**config.mk**
```make
export PLATFORM = sky130hd
export DESIGN_NAME = cam_address_mode_unit
export DESIGN_NICKNAME = d
export VERILOG_FILES = /design/src/rtl/cam_pkg.sv /design/src/rtl/cam_address_mode_unit.sv
export SDC_FILE = /design/constraint.sdc
export NUM_CORES = 1
export LEC_CHECK = 0
export BUFFER_PORTS_ARGS = -buffer_cell sky130_fd_sc_hd__buf_2
export CAP_MARGIN = 20
export CORE_MARGIN = 3
export CORE_UTILIZATION = 41
export DETAILED_ROUTE_END_ITERATION = 12
export PLACE_DENSITY = 0.64
export SLEW_MARGIN = 30
export SYNTH_ARGS = -nofsm -noshare
export SYNTH_HDL_FRONTEND = slang
export SYNTH_SLANG_ARGS = --single-unit
export TNS_END_PERCENT = 30
```
**constraint.sdc**
```tcl
create_clock -name CLK_I -period 7.6 [get_ports CLK_I]
set_clock_uncertainty 0.05 [all_clocks]
set_input_delay 0.38 -clock CLK_I [delete_from_list [all_inputs] [get_ports CLK_I]]
set_output_delay 0.38 -clock CLK_I [all_outputs]
set_load 0.05 [all_outputs]
```
**src/rtl/cam_pkg.sv**
```systemverilog
// Package with the addressing-mode encodings, opcode fields and constants.
package cam_pkg;

	// Addressing modes selected by an opcode.
	typedef enum logic [2:0] {
		CAM_INH,     // Inherent, opcode byte only.
		CAM_IMM,     // Immediate data byte.
		CAM_DIR,     // Direct page address byte.
		CAM_EXT,     // Full 16-bit address, high byte first.
		CAM_IX,      // Index register only.
		CAM_IX1,     // Index plus 8-bit offset.
		CAM_IX2,     // Index plus 16-bit offset.
		CAM_REL      // Signed branch offset.
	} cam_mode_e;

	// Instruction lengths in bytes, opcode included.
	localparam logic [1:0] CAM_LEN_ONE   = 2'h1;
	localparam logic [1:0] CAM_LEN_TWO   = 2'h2;
	localparam logic [1:0] CAM_LEN_THREE = 2'h3;

	// Opcode row (high nibble) values that choose the mode.
	localparam logic [3:0] CAM_ROW_BITBR = 4'h0;
	localparam logic [3:0] CAM_ROW_BITOP = 4'h1;
	localparam logic [3:0] CAM_ROW_REL   = 4'h2;
	localparam logic [3:0] CAM_ROW_DIRM  = 4'h3;
	localparam logic [3:0] CAM_ROW_INHA  = 4'h4;
	localparam logic [3:0] CAM_ROW_INHX  = 4'h5;
	localparam logic [3:0] CAM_ROW_IX1M  = 4'h6;
	localparam logic [3:0] CAM_ROW_IXM   = 4'h7;
	localparam logic [3:0] CAM_ROW_CTL1  = 4'h8;
	localparam logic [3:0] CAM_ROW_CTL2  = 4'h9;
	localparam logic [3:0] CAM_ROW_IMM   = 4'ha;
	localparam logic [3:0] CAM_ROW_DIR   = 4'hb;
	localparam logic [3:0] CAM_ROW_EXT   = 4'hc;
	localparam logic [3:0] CAM_ROW_IX2   = 4'hd;
	localparam logic [3:0] CAM_ROW_IX1   = 4'he;
	localparam logic [3:0] CAM_ROW_IX    = 4'hf;

	// Opcodes that break the row pattern.
	localparam logic [7:0] CAM_OPC_MUL   = 8'h42; // The unsigned_multiply_op opcode.
	localparam logic [7:0] CAM_OPC_BSR   = 8'had; // Branch to subroutine, relative.

	// High address byte forced for page-zero modes.
	localparam logic [7:0] CAM_PAGE_ZERO = 8'h00;

	// Reset values of the result registers.
	localparam logic [15:0] CAM_ADDR_RST = 16'h0000;
	localparam logic [7:0]  CAM_BYTE_RST = 8'h00;

endpackage : cam_pkg

```
**src/rtl/cam_address_mode_unit.sv**
```systemverilog
// Addressing-mode decoder, effective-address former and multiply result placement.
`timescale 1ns/1ns

// Operation
// - Each of 256 opcodes picks one mode.
// - Inherent: one byte, no operand address.
// - Immediate: two bytes, data used directly.
// - Direct: two bytes, high address byte zero.
// - Extended: three bytes, high then low.
// - Indexed no offset: one byte, page zero.
// - Indexed 8-bit: index plus byte, unsigned.
// - Indexed 16-bit: high, low, plus index.
// - Taken branch: next address plus signed offset.
// - Untaken branch continues after the branch.
// - Multiply: high to index, low to accumulator.
module cam_address_mode_unit (
	input  wire logic              CLK_I,        // CPU clock.
	input  wire logic              RST_N_I,      // Synchronous reset, active low.
	input  wire logic              OPC_VALID_I,  // Opcode byte offered.
	input  wire logic [7:0]        OPC_I,        // Opcode byte.
	output logic                   OPC_READY_O,  // Unit can take an opcode.
	input  wire logic              BYTE_VALID_I, // Operand byte offered.
	input  wire logic [7:0]        BYTE_I,       // Operand byte.
	output logic                   BYTE_READY_O, // Unit waits for an operand byte.
	input  wire logic [7:0]        INDEX_I,      // Index register.
	input  wire logic [7:0]        ACC_I,        // Accumulator.
	input  wire logic [15:0]       NEXT_PC_I,    // Address after the instruction.
	input  wire logic              BR_COND_I,    // Branch condition is true.
	output cam_pkg::cam_mode_e     MODE_O,       // Mode of the last opcode.
	output logic [1:0]             LENGTH_O,     // Length of the last opcode.
	output logic                   DONE_O,       // Instruction fully decoded.
	output logic                   EA_VALID_O,   // Operand address formed.
	output logic [15:0]            EA_O,         // Operand address.
	output logic                   IMM_VALID_O,  // Immediate data ready.
	output logic [7:0]             IMM_O,        // Immediate data.
	output logic                   PC_LOAD_O,    // Branch taken, load target.
	output logic [15:0]            PC_TARGET_O,  // Branch destination.
	output logic                   MUL_VALID_O,  // Product ready.
	output logic [7:0]             MUL_X_O,      // Product high byte for index.
	output logic [7:0]             MUL_A_O       // Product low byte for accumulator.
);
	import cam_pkg::*;

	// Sequencer states.
	typedef enum logic [1:0] {
		ST_IDLE,   // Waiting for an opcode.
		ST_BYTE1,  // Waiting for the first operand byte.
		ST_BYTE2   // Waiting for the second operand byte.
	} cam_state_e;

	// Maps an opcode to its addressing mode.
	function automatic cam_mode_e mode_of(input logic [7:0] opc);
		cam_mode_e m;
		m = CAM_INH;
		unique case (opc[7:4])
			CAM_ROW_BITBR, CAM_ROW_REL: begin
				m = CAM_REL;
			end
			CAM_ROW_BITOP, CAM_ROW_DIRM, CAM_ROW_DIR: begin
				m = CAM_DIR;
			end
			CAM_ROW_INHA, CAM_ROW_INHX, CAM_ROW_CTL1, CAM_ROW_CTL2: begin
				m = CAM_INH;
			end
			CAM_ROW_IX1M, CAM_ROW_IX1: begin
				m = CAM_IX1;
			end
			CAM_ROW_IXM, CAM_ROW_IX: begin
				m = CAM_IX;
			end
			CAM_ROW_IMM: begin
				// The subroutine branch sits in the immediate row.
				m = (opc == CAM_OPC_BSR) ? CAM_REL : CAM_IMM;
			end
			CAM_ROW_EXT: begin
				m = CAM_EXT;
			end
			CAM_ROW_IX2: begin
				m = CAM_IX2;
			end
		endcase
		return m;
	endfunction : mode_of

	// Returns the byte count of a mode; bit-test branches add one.
	function automatic logic [1:0] length_of(input cam_mode_e m, input logic bitbr);
		logic [1:0] n;
		n = CAM_LEN_ONE;
		unique case (m)
			CAM_INH, CAM_IX: begin
				n = CAM_LEN_ONE;
			end
			CAM_IMM, CAM_DIR, CAM_IX1: begin
				n = CAM_LEN_TWO;
			end
			CAM_EXT, CAM_IX2: begin
				n = CAM_LEN_THREE;
			end
			CAM_REL: begin
				n = bitbr ? CAM_LEN_THREE : CAM_LEN_TWO;
			end
		endcase
		return n;
	endfunction : length_of

	cam_state_e   state_reg;     // Sequencer state.
	cam_mode_e    mode_reg;      // Mode of the instruction in flight.
	logic [1:0]   len_reg;       // Length of the instruction in flight.
	logic         bitbr_reg;     // Instruction is a bit-test branch.
	logic [7:0]   first_reg;     // First operand byte.
	cam_mode_e    opc_mode;      // Mode of the offered opcode.
	logic         opc_bitbr;     // Offered opcode is a bit-test branch.
	logic         opc_take;      // Opcode accepted this cycle.
	logic         byte_take;     // Operand byte accepted this cycle.
	logic [8:0]   ix1_sum;       // Nine-bit index plus offset sum.
	logic [15:0]  rel_target;    // Next address plus signed offset.
	logic [15:0]  ix2_sum;       // Sixteen-bit offset plus index.
	logic [15:0]  product;       // Accumulator times index.

	// Handshakes and decode of the offered opcode.
	assign OPC_READY_O  = (state_reg == ST_IDLE);
	assign BYTE_READY_O = (state_reg != ST_IDLE);
	assign opc_take     = OPC_VALID_I && OPC_READY_O;
	assign byte_take    = BYTE_VALID_I && BYTE_READY_O;
	assign opc_mode     = mode_of(OPC_I);
	assign opc_bitbr    = (OPC_I[7:4] == CAM_ROW_BITBR);

	// Address arithmetic; carries above the result width are dropped.
	assign ix1_sum    = {1'b0, INDEX_I} + {1'b0, BYTE_I};
	assign rel_target = NEXT_PC_I + {{8{BYTE_I[7]}}, BYTE_I};
	assign ix2_sum    = {first_reg, BYTE_I} + {CAM_PAGE_ZERO, INDEX_I};
	assign product    = ACC_I * INDEX_I;

	// Sequencer: counts operand bytes according to the mode length.
	always_ff @(posedge CLK_I) begin
		if (!RST_N_I) begin
			state_reg <= ST_IDLE;
		end else begin
			unique case (state_reg)
				ST_IDLE: begin
					// One-byte instructions finish in the opcode cycle.
					if (opc_take && length_of(opc_mode, opc_bitbr) != CAM_LEN_ONE) begin
						state_reg <= ST_BYTE1;
					end
				end
				ST_BYTE1: begin
					if (byte_take) begin
						state_reg <= (len_reg == CAM_LEN_THREE) ? ST_BYTE2 : ST_IDLE;
					end
				end
				ST_BYTE2: begin
					if (byte_take) begin
						state_reg <= ST_IDLE;
					end
				end
			endcase
		end
	end

	// Latches the decoded mode and length of each accepted opcode.
	always_ff @(posedge CLK_I) begin
		if (!RST_N_I) begin
			mode_reg  <= CAM_INH;
			len_reg   <= CAM_LEN_ONE;
			bitbr_reg <= 1'b0;
		end else if (opc_take) begin
			mode_reg  <= opc_mode;
			len_reg   <= length_of(opc_mode, opc_bitbr);
			bitbr_reg <= opc_bitbr;
		end
	end

	// Holds the first operand byte of three-byte instructions.
	always_ff @(posedge CLK_I) begin
		if (!RST_N_I) begin
			first_reg <= CAM_BYTE_RST;
		end else if (byte_take && state_reg == ST_BYTE1) begin
			first_reg <= BYTE_I;
		end
	end

	// Effective-address former for all memory-referencing modes.
	always_ff @(posedge CLK_I) begin
		if (!RST_N_I) begin
			EA_VALID_O <= 1'b0;
			EA_O       <= CAM_ADDR_RST;
		end else begin
			EA_VALID_O <= 1'b0;
			if (opc_take && opc_mode == CAM_IX) begin
				// Index register alone addresses page zero.
				EA_VALID_O <= 1'b1;
				EA_O       <= {CAM_PAGE_ZERO, INDEX_I};
			end else if (byte_take && state_reg == ST_BYTE1) begin
				unique case (mode_reg)
					CAM_DIR: begin
						EA_VALID_O <= 1'b1;
						EA_O       <= {CAM_PAGE_ZERO, BYTE_I};
					end
					CAM_IX1: begin
						EA_VALID_O <= 1'b1;
						EA_O       <= {7'h00, ix1_sum};
					end
					CAM_REL: begin
						// A bit-test branch first names its tested byte.
						EA_VALID_O <= bitbr_reg;
						EA_O       <= {CAM_PAGE_ZERO, BYTE_I};
					end
					default: begin
						// Immediate and wide modes form nothing yet.
						EA_VALID_O <= 1'b0;
					end
				endcase
			end else if (byte_take && state_reg == ST_BYTE2) begin
				if (mode_reg == CAM_EXT) begin
					EA_VALID_O <= 1'b1;
					EA_O       <= {first_reg, BYTE_I};
				end else if (mode_reg == CAM_IX2) begin
					EA_VALID_O <= 1'b1;
					EA_O       <= ix2_sum;
				end
			end
		end
	end

	// Immediate data path; the byte never becomes an address.
	always_ff @(posedge CLK_I) begin
		if (!RST_N_I) begin
			IMM_VALID_O <= 1'b0;
			IMM_O       <= CAM_BYTE_RST;
		end else begin
			IMM_VALID_O <= byte_take && state_reg == ST_BYTE1 && mode_reg == CAM_IMM;
			if (byte_take && state_reg == ST_BYTE1 && mode_reg == CAM_IMM) begin
				IMM_O <= BYTE_I;
			end
		end
	end

	// Branch resolution on the offset byte, which is the last byte.
	always_ff @(posedge CLK_I) begin
		if (!RST_N_I) begin
			PC_LOAD_O   <= 1'b0;
			PC_TARGET_O <= CAM_ADDR_RST;
		end else begin
			PC_LOAD_O <= 1'b0;
			if (byte_take && mode_reg == CAM_REL &&
					(state_reg == ST_BYTE2 || !bitbr_reg)) begin
				// A false condition leaves the fetcher on the next address.
				PC_LOAD_O   <= BR_COND_I;
				PC_TARGET_O <= BR_COND_I ? rel_target : NEXT_PC_I;
			end
		end
	end

	// Completion pulse and the reported mode and length.
	always_ff @(posedge CLK_I) begin
		if (!RST_N_I) begin
			DONE_O   <= 1'b0;
			MODE_O   <= CAM_INH;
			LENGTH_O <= CAM_LEN_ONE;
		end else begin
			DONE_O <= (opc_take && length_of(opc_mode, opc_bitbr) == CAM_LEN_ONE) ||
				(byte_take && (state_reg == ST_BYTE2 ||
				(state_reg == ST_BYTE1 && len_reg == CAM_LEN_TWO)));
			if (opc_take) begin
				MODE_O   <= opc_mode;
				LENGTH_O <= length_of(opc_mode, opc_bitbr);
			end
		end
	end

	// Unsigned multiply result split between index and accumulator.
	always_ff @(posedge CLK_I) begin
		if (!RST_N_I) begin
			MUL_VALID_O <= 1'b0;
			MUL_X_O     <= CAM_BYTE_RST;
			MUL_A_O     <= CAM_BYTE_RST;
		end else begin
			MUL_VALID_O <= opc_take && OPC_I == CAM_OPC_MUL;
			if (opc_take && OPC_I == CAM_OPC_MUL) begin
				MUL_X_O <= product[15:8];
				MUL_A_O <= product[7:0];
			end
		end
	end

	// Inherent opcodes never produce an address.
	a_inherent_no_ea: assert property (@(posedge CLK_I) disable iff (!RST_N_I)
		opc_take && opc_mode == CAM_INH |=> !EA_VALID_O && DONE_O)
		else $error("Inherent opcode produced an address.");

	// Immediate data appears unchanged one cycle after its byte.
	a_immediate_data: assert property (@(posedge CLK_I) disable iff (!RST_N_I)
		byte_take && state_reg == ST_BYTE1 && mode_reg == CAM_IMM
		|=> IMM_VALID_O && IMM_O == $past(BYTE_I) && !EA_VALID_O)
		else $error("Immediate byte not passed through.");

	// Direct address lies in page zero.
	a_direct_page: assert property (@(posedge CLK_I) disable iff (!RST_N_I)
		byte_take && state_reg == ST_BYTE1 && mode_reg == CAM_DIR
		|=> EA_VALID_O && EA_O == {8'h00, $past(BYTE_I)})
		else $error("Direct address not in page zero.");

	// Extended address pairs the two bytes high first.
	a_extended_order: assert property (@(posedge CLK_I) disable iff (!RST_N_I)
		opc_take && opc_mode == CAM_EXT ##1 byte_take ##1 byte_take
		|=> EA_VALID_O && EA_O == {$past(BYTE_I, 2), $past(BYTE_I)} && DONE_O)
		else $error("Extended address bytes misordered.");

	// Index alone addresses page zero at once.
	a_index_page: assert property (@(posedge CLK_I) disable iff (!RST_N_I)
		opc_take && opc_mode == CAM_IX
		|=> EA_VALID_O && EA_O == {8'h00, $past(INDEX_I)} && OPC_READY_O)
		else $error("Indexed address wrong.");

	// Eight-bit offset sum keeps its ninth bit.
	a_ix1_sum: assert property (@(posedge CLK_I) disable iff (!RST_N_I)
		byte_take && state_reg == ST_BYTE1 && mode_reg == CAM_IX1
		|=> EA_O == 16'($past(INDEX_I)) + 16'($past(BYTE_I)) && EA_O <= 16'h01fe)
		else $error("Eight-bit offset address wrong.");

	// Sixteen-bit offset adds the index and wraps.
	a_ix2_sum: assert property (@(posedge CLK_I) disable iff (!RST_N_I)
		byte_take && state_reg == ST_BYTE2 && mode_reg == CAM_IX2
		|=> EA_O == 16'({first_reg, $past(BYTE_I)} + 16'($past(INDEX_I))))
		else $error("Sixteen-bit offset address wrong.");

	// Taken branch goes to next address plus signed offset.
	a_branch_taken: assert property (@(posedge CLK_I) disable iff (!RST_N_I)
		PC_LOAD_O |-> PC_TARGET_O == 16'($past(NEXT_PC_I) + {{8{$past(BYTE_I[7])}},
		$past(BYTE_I)}))
		else $error("Branch target wrong.");

	// Untaken branch never loads the counter.
	a_branch_skip: assert property (@(posedge CLK_I) disable iff (!RST_N_I)
		byte_take && mode_reg == CAM_REL && !BR_COND_I |=> !PC_LOAD_O)
		else $error("Untaken branch loaded the counter.");

	// Product halves land in index and accumulator.
	a_mul_split: assert property (@(posedge CLK_I) disable iff (!RST_N_I)
		opc_take && OPC_I == CAM_OPC_MUL
		|=> MUL_VALID_O && {MUL_X_O, MUL_A_O} == $past(ACC_I) * $past(INDEX_I))
		else $error("Multiply result misplaced.");

endmodule : cam_address_mode_unit

```
==> qor.csv <==
stage,metric,value,unit
outcome,run_status,"finished, final reports clean",
placement,dp_slack,3.10,ns
global_routing,antenna_found_initial,0,
min_path,hold_start,BYTE_I[0],
global_routing,grtUsageTotal,20.1,%
clocking,htree_levels,3,
sta,setup_viol,0,
synthesis,ys_ff_latch,77,
critical_path,criticalPathCategory,input port to flop,
flow_run,max_cap_viol_count,0,
finish,n_fill_cell,1496,
synthesis,yosysTopAreaCell,dfxtp_1,
clocking,insertion_delay,0.34,ns
drt,dr.pass1.iters,5,
finish,antenna-diode-count,0,
floorplan,die_w,132,um
sta,tns,0,ns
critical_path,end_kind,flop,
clocking,cts_sinks,77,
clocking,hold_buffers,0,
power_and_ir_drop,irDropWorstVdd,0.119,mV
clocking,post-cts-setup-buffers,0,
clocking,cts_resized,0,
critical_path,cp.required,7.77,ns
clocking,clockBufferDepth,2,
critical_path,arrival,4.37,ns
drt,drc,0,
finish,nets,1042,
sta,hold_viol_final,0,
power_and_ir_drop,leakage,0.00352,uW
synthesis,async_flop_share,0,%
critical_path,r2r-start,state_reg[1]$_SDFFE_PN0P_,
finish,drive_above_1_share,17.8,%
synthesis,synthCells,784,
clocking,clk_pin_slew,0.07,ns
floorplan,fp-row-count,45,
global_routing,grt_max_degree,31,
sta,rsz0062_at_grt,false,
critical_path,path_cells,"buf_2, nand2_1, fa_1, fa_1, inv_1, fa_1, inv_1, fa_1, inv_1, ha_1, o21a_1, o21ai_0, nand2b_1, a311oi_1, xnor2_1, mux2i_1, nor2_1",
drt,vias_per_cell,5.18,
floorplan,die_y,132,um
power_and_ir_drop,p_per_area,203,nW/um^2
critical_path,r2r_slack,4.80,ns
clocking,tritoncts,done,
critical_path,slowest_stage,fa_1,
critical_path,worstRegToRegCells,9,
placement,port-buffer-count,120,
synthesis,syn_nets,937,
global_routing,grt_pass1_wl,28.6,mm
floorplan,start_util,42.4,%
critical_path,r2r-end,EA_O[4]$_SDFFE_PN0P_,
sta,fin_crit,4.20,ns
synthesis,syn_area,6520,um^2
sta,fin_ws,3.40,ns
sta,whs,0.289,ns
placement,dp_hpwl,13.5,mm
synthesis,ys_warn_count,0,
synthesis,synthDistinctLibCells,69,
clocking,cts_made_buffers,9,
sta,worst_slew_pin_slew,0.913,ns
critical_path,cp_common_cell,fa_1,
synthesis,synth_top_area_share,23.6,%
finish,fin_util,49.3,%
critical_path,cp_slowest_stage_delay,0.55,ns
critical_path,startpoint,INDEX_I[7],
drt,routed_wl,17.4,mm
min_path,hp-class,input port to flop,
placement,place_congestion,0.866,
synthesis,synthFlopType,dfxtp_1,
floorplan,core_area,15400,um^2
sta,period_share,55.2,%
synthesis,synth-edff-count,0,
synthesis,synth_area_leaders,"dfxtp_1, ha_1, fa_1",
critical_path,path_max_fanout,10,
drt,drtIter0Drc,375,
drt,via_count,5721,
sta,final_max_slew_viol_count,0,
clocking,root_buffer,clkbuf_16,
finish,synthToLayoutAreaGrowth,16.2,%
drt,routedWlPerCell,15.7,um
floorplan,pin_count,121,
global_routing,overflow,0,
drt,ant_nets,0,
critical_path,start_kind,input port,
synthesis,yosysSeqAreaShare,23.6,%
global_routing,grt_pass1_vias,5445,
min_path,whs_path_depth,3,
sta,max_freq,0.238,GHz
finish,top_regs,"EA_O (16), PC_TARGET_O (16)",
synthesis,syn_avg_cell_area,8.32,um^2
floorplan,die_area,17500,um^2
min_path,worstHoldEndpoint,first_reg[0]$_SDFFE_PN0P_,
sta,slew_headroom,38.9,%
-- per-layer routing --
metal / wire (um) / global-route usage, % / vias up / share of wire [%]
met4: 237 / 4.67 / 0 / 1.4
met1: 8600 / 29.5 / 2655 / 50
met3: 932 / 4.01 / 18 / 5.4
met2: 7580 / 30.5 / 150 / 44
met5: 0 / 0 / - / 0
li1: - / - / 2898 / -
-- through the flow --
step / cell area [um^2] / std cells / total power (uW)
4_1_cts: 7560 / 1104 / 1550
2_1_floorplan: 6520 / 784 / 944
5_1_grt: 7580 / 1105 / 1650
3_3_place_gp: 7260 / 1088 / 1110
3_5_place_dp: 7270 / 1088 / 1110
6_report: 7580 / 1105 / 1530
-- worst max-delay path, delay by kind of cell --
kind	cells	cell delay (ns)
AOI/OAI and AO/OA	3	0.64
and+or+nand+nor	3	0.27
muxes	1	0.14
buffers and inverters	4	0.35
xor gates and xnor gates	1	0.10
adders and majority gates	5	2.47
-- cells in the mapped netlist (3+ instances only) --
| master | number |
|---|---|
| o221ai_1 | 3 |
| nand2b_1 | 4 |
| buf_2 | 9 |
| nand2_1 | 91 |
| and3_1 | 3 |
| nor3_1 | 14 |
| xnor2_1 | 17 |
| o21a_1 | 5 |
| and2_1 | 57 |
| xor2_1 | 18 |
| nor2b_1 | 15 |
| o31ai_1 | 3 |
| nand4_1 | 4 |
| a21oi_1 | 63 |
| ha_1 | 62 |
| or3_1 | 4 |
| a211oi_1 | 12 |
| o211ai_1 | 10 |
| a22oi_1 | 4 |
| dfxtp_1 | 77 |
| nand3_1 | 11 |
| fa_1 | 38 |
| a21o_1 | 8 |
| a31oi_1 | 7 |
| mux2i_1 | 17 |
| clkbuf_1 | 15 |
| mux2_2 | 4 |
| inv_1 | 64 |
| o21ai_0 | 37 |
| nor2_1 | 59 |
-- layout by cell type (no fill, tap or decap), types with 18 or more instances in the layout --
master / n
and2_1: 57
ha_1: 62
buf_2: 120
xor2_1: 18
nand2_1: 91
nor2_1: 59
fa_1: 38
o21ai_0: 37
dfxtp_1: 77
a21oi_1: 63
inv_1: 64
-- how the worst max path moves through the flow --
| stage | endpoint | slack (ns) | cells past startpoint |
|---|---|---|---|
| after floorplan | MUL_X_O[7]$_SDFFE_PN0P_ | 3.46 | 13 |
| after global placement | MUL_X_O[6]$_SDFFE_PN0P_ | 3.14 | 17 |
| after detailed placement | MUL_X_O[6]$_SDFFE_PN0P_ | 3.10 | 17 |
| after CTS | MUL_X_O[6]$_SDFFE_PN0P_ | 3.41 | 17 |
| after global routing | MUL_X_O[6]$_SDFFE_PN0P_ | 3.25 | 17 |
| final | MUL_X_O[6]$_SDFFE_PN0P_ | 3.40 | 17 |
-- power by group --
part,internal [uW],total [uW],switching [uW]
Combinational,267,675,408
Clock,230,430,200
Sequential,415,429,14.2
-- area by class of cell --
cell class / count / area (um^2) / share of cell area (%)
Clock buffer: 9 / 225 / 2.97
Clock inverter: 7 / 66.3 / 0.875
Inverter: 65 / 244 / 3.22
Multi-Input combinational cell: 613 / 4610 / 60.8
Sequential cell: 77 / 1540 / 20.3
Tap cell: 211 / 264 / 3.48
Timing Repair Buffer: 123 / 627 / 8.27
-- kinds of logic (layout without fill, tap and decap cells) --
group	count (synthesis)	count (layout)	share of synthesized area, %
simple gates	275	275	21.0
compound gates	181	181	17.7
fa+ha+maj	100	100	23.6
buf+inv	94	204	5.93
flops	77	77	23.6
xor+xnor	35	35	4.70
mux	22	22	3.47
Power figures use the tool's default switching activity.
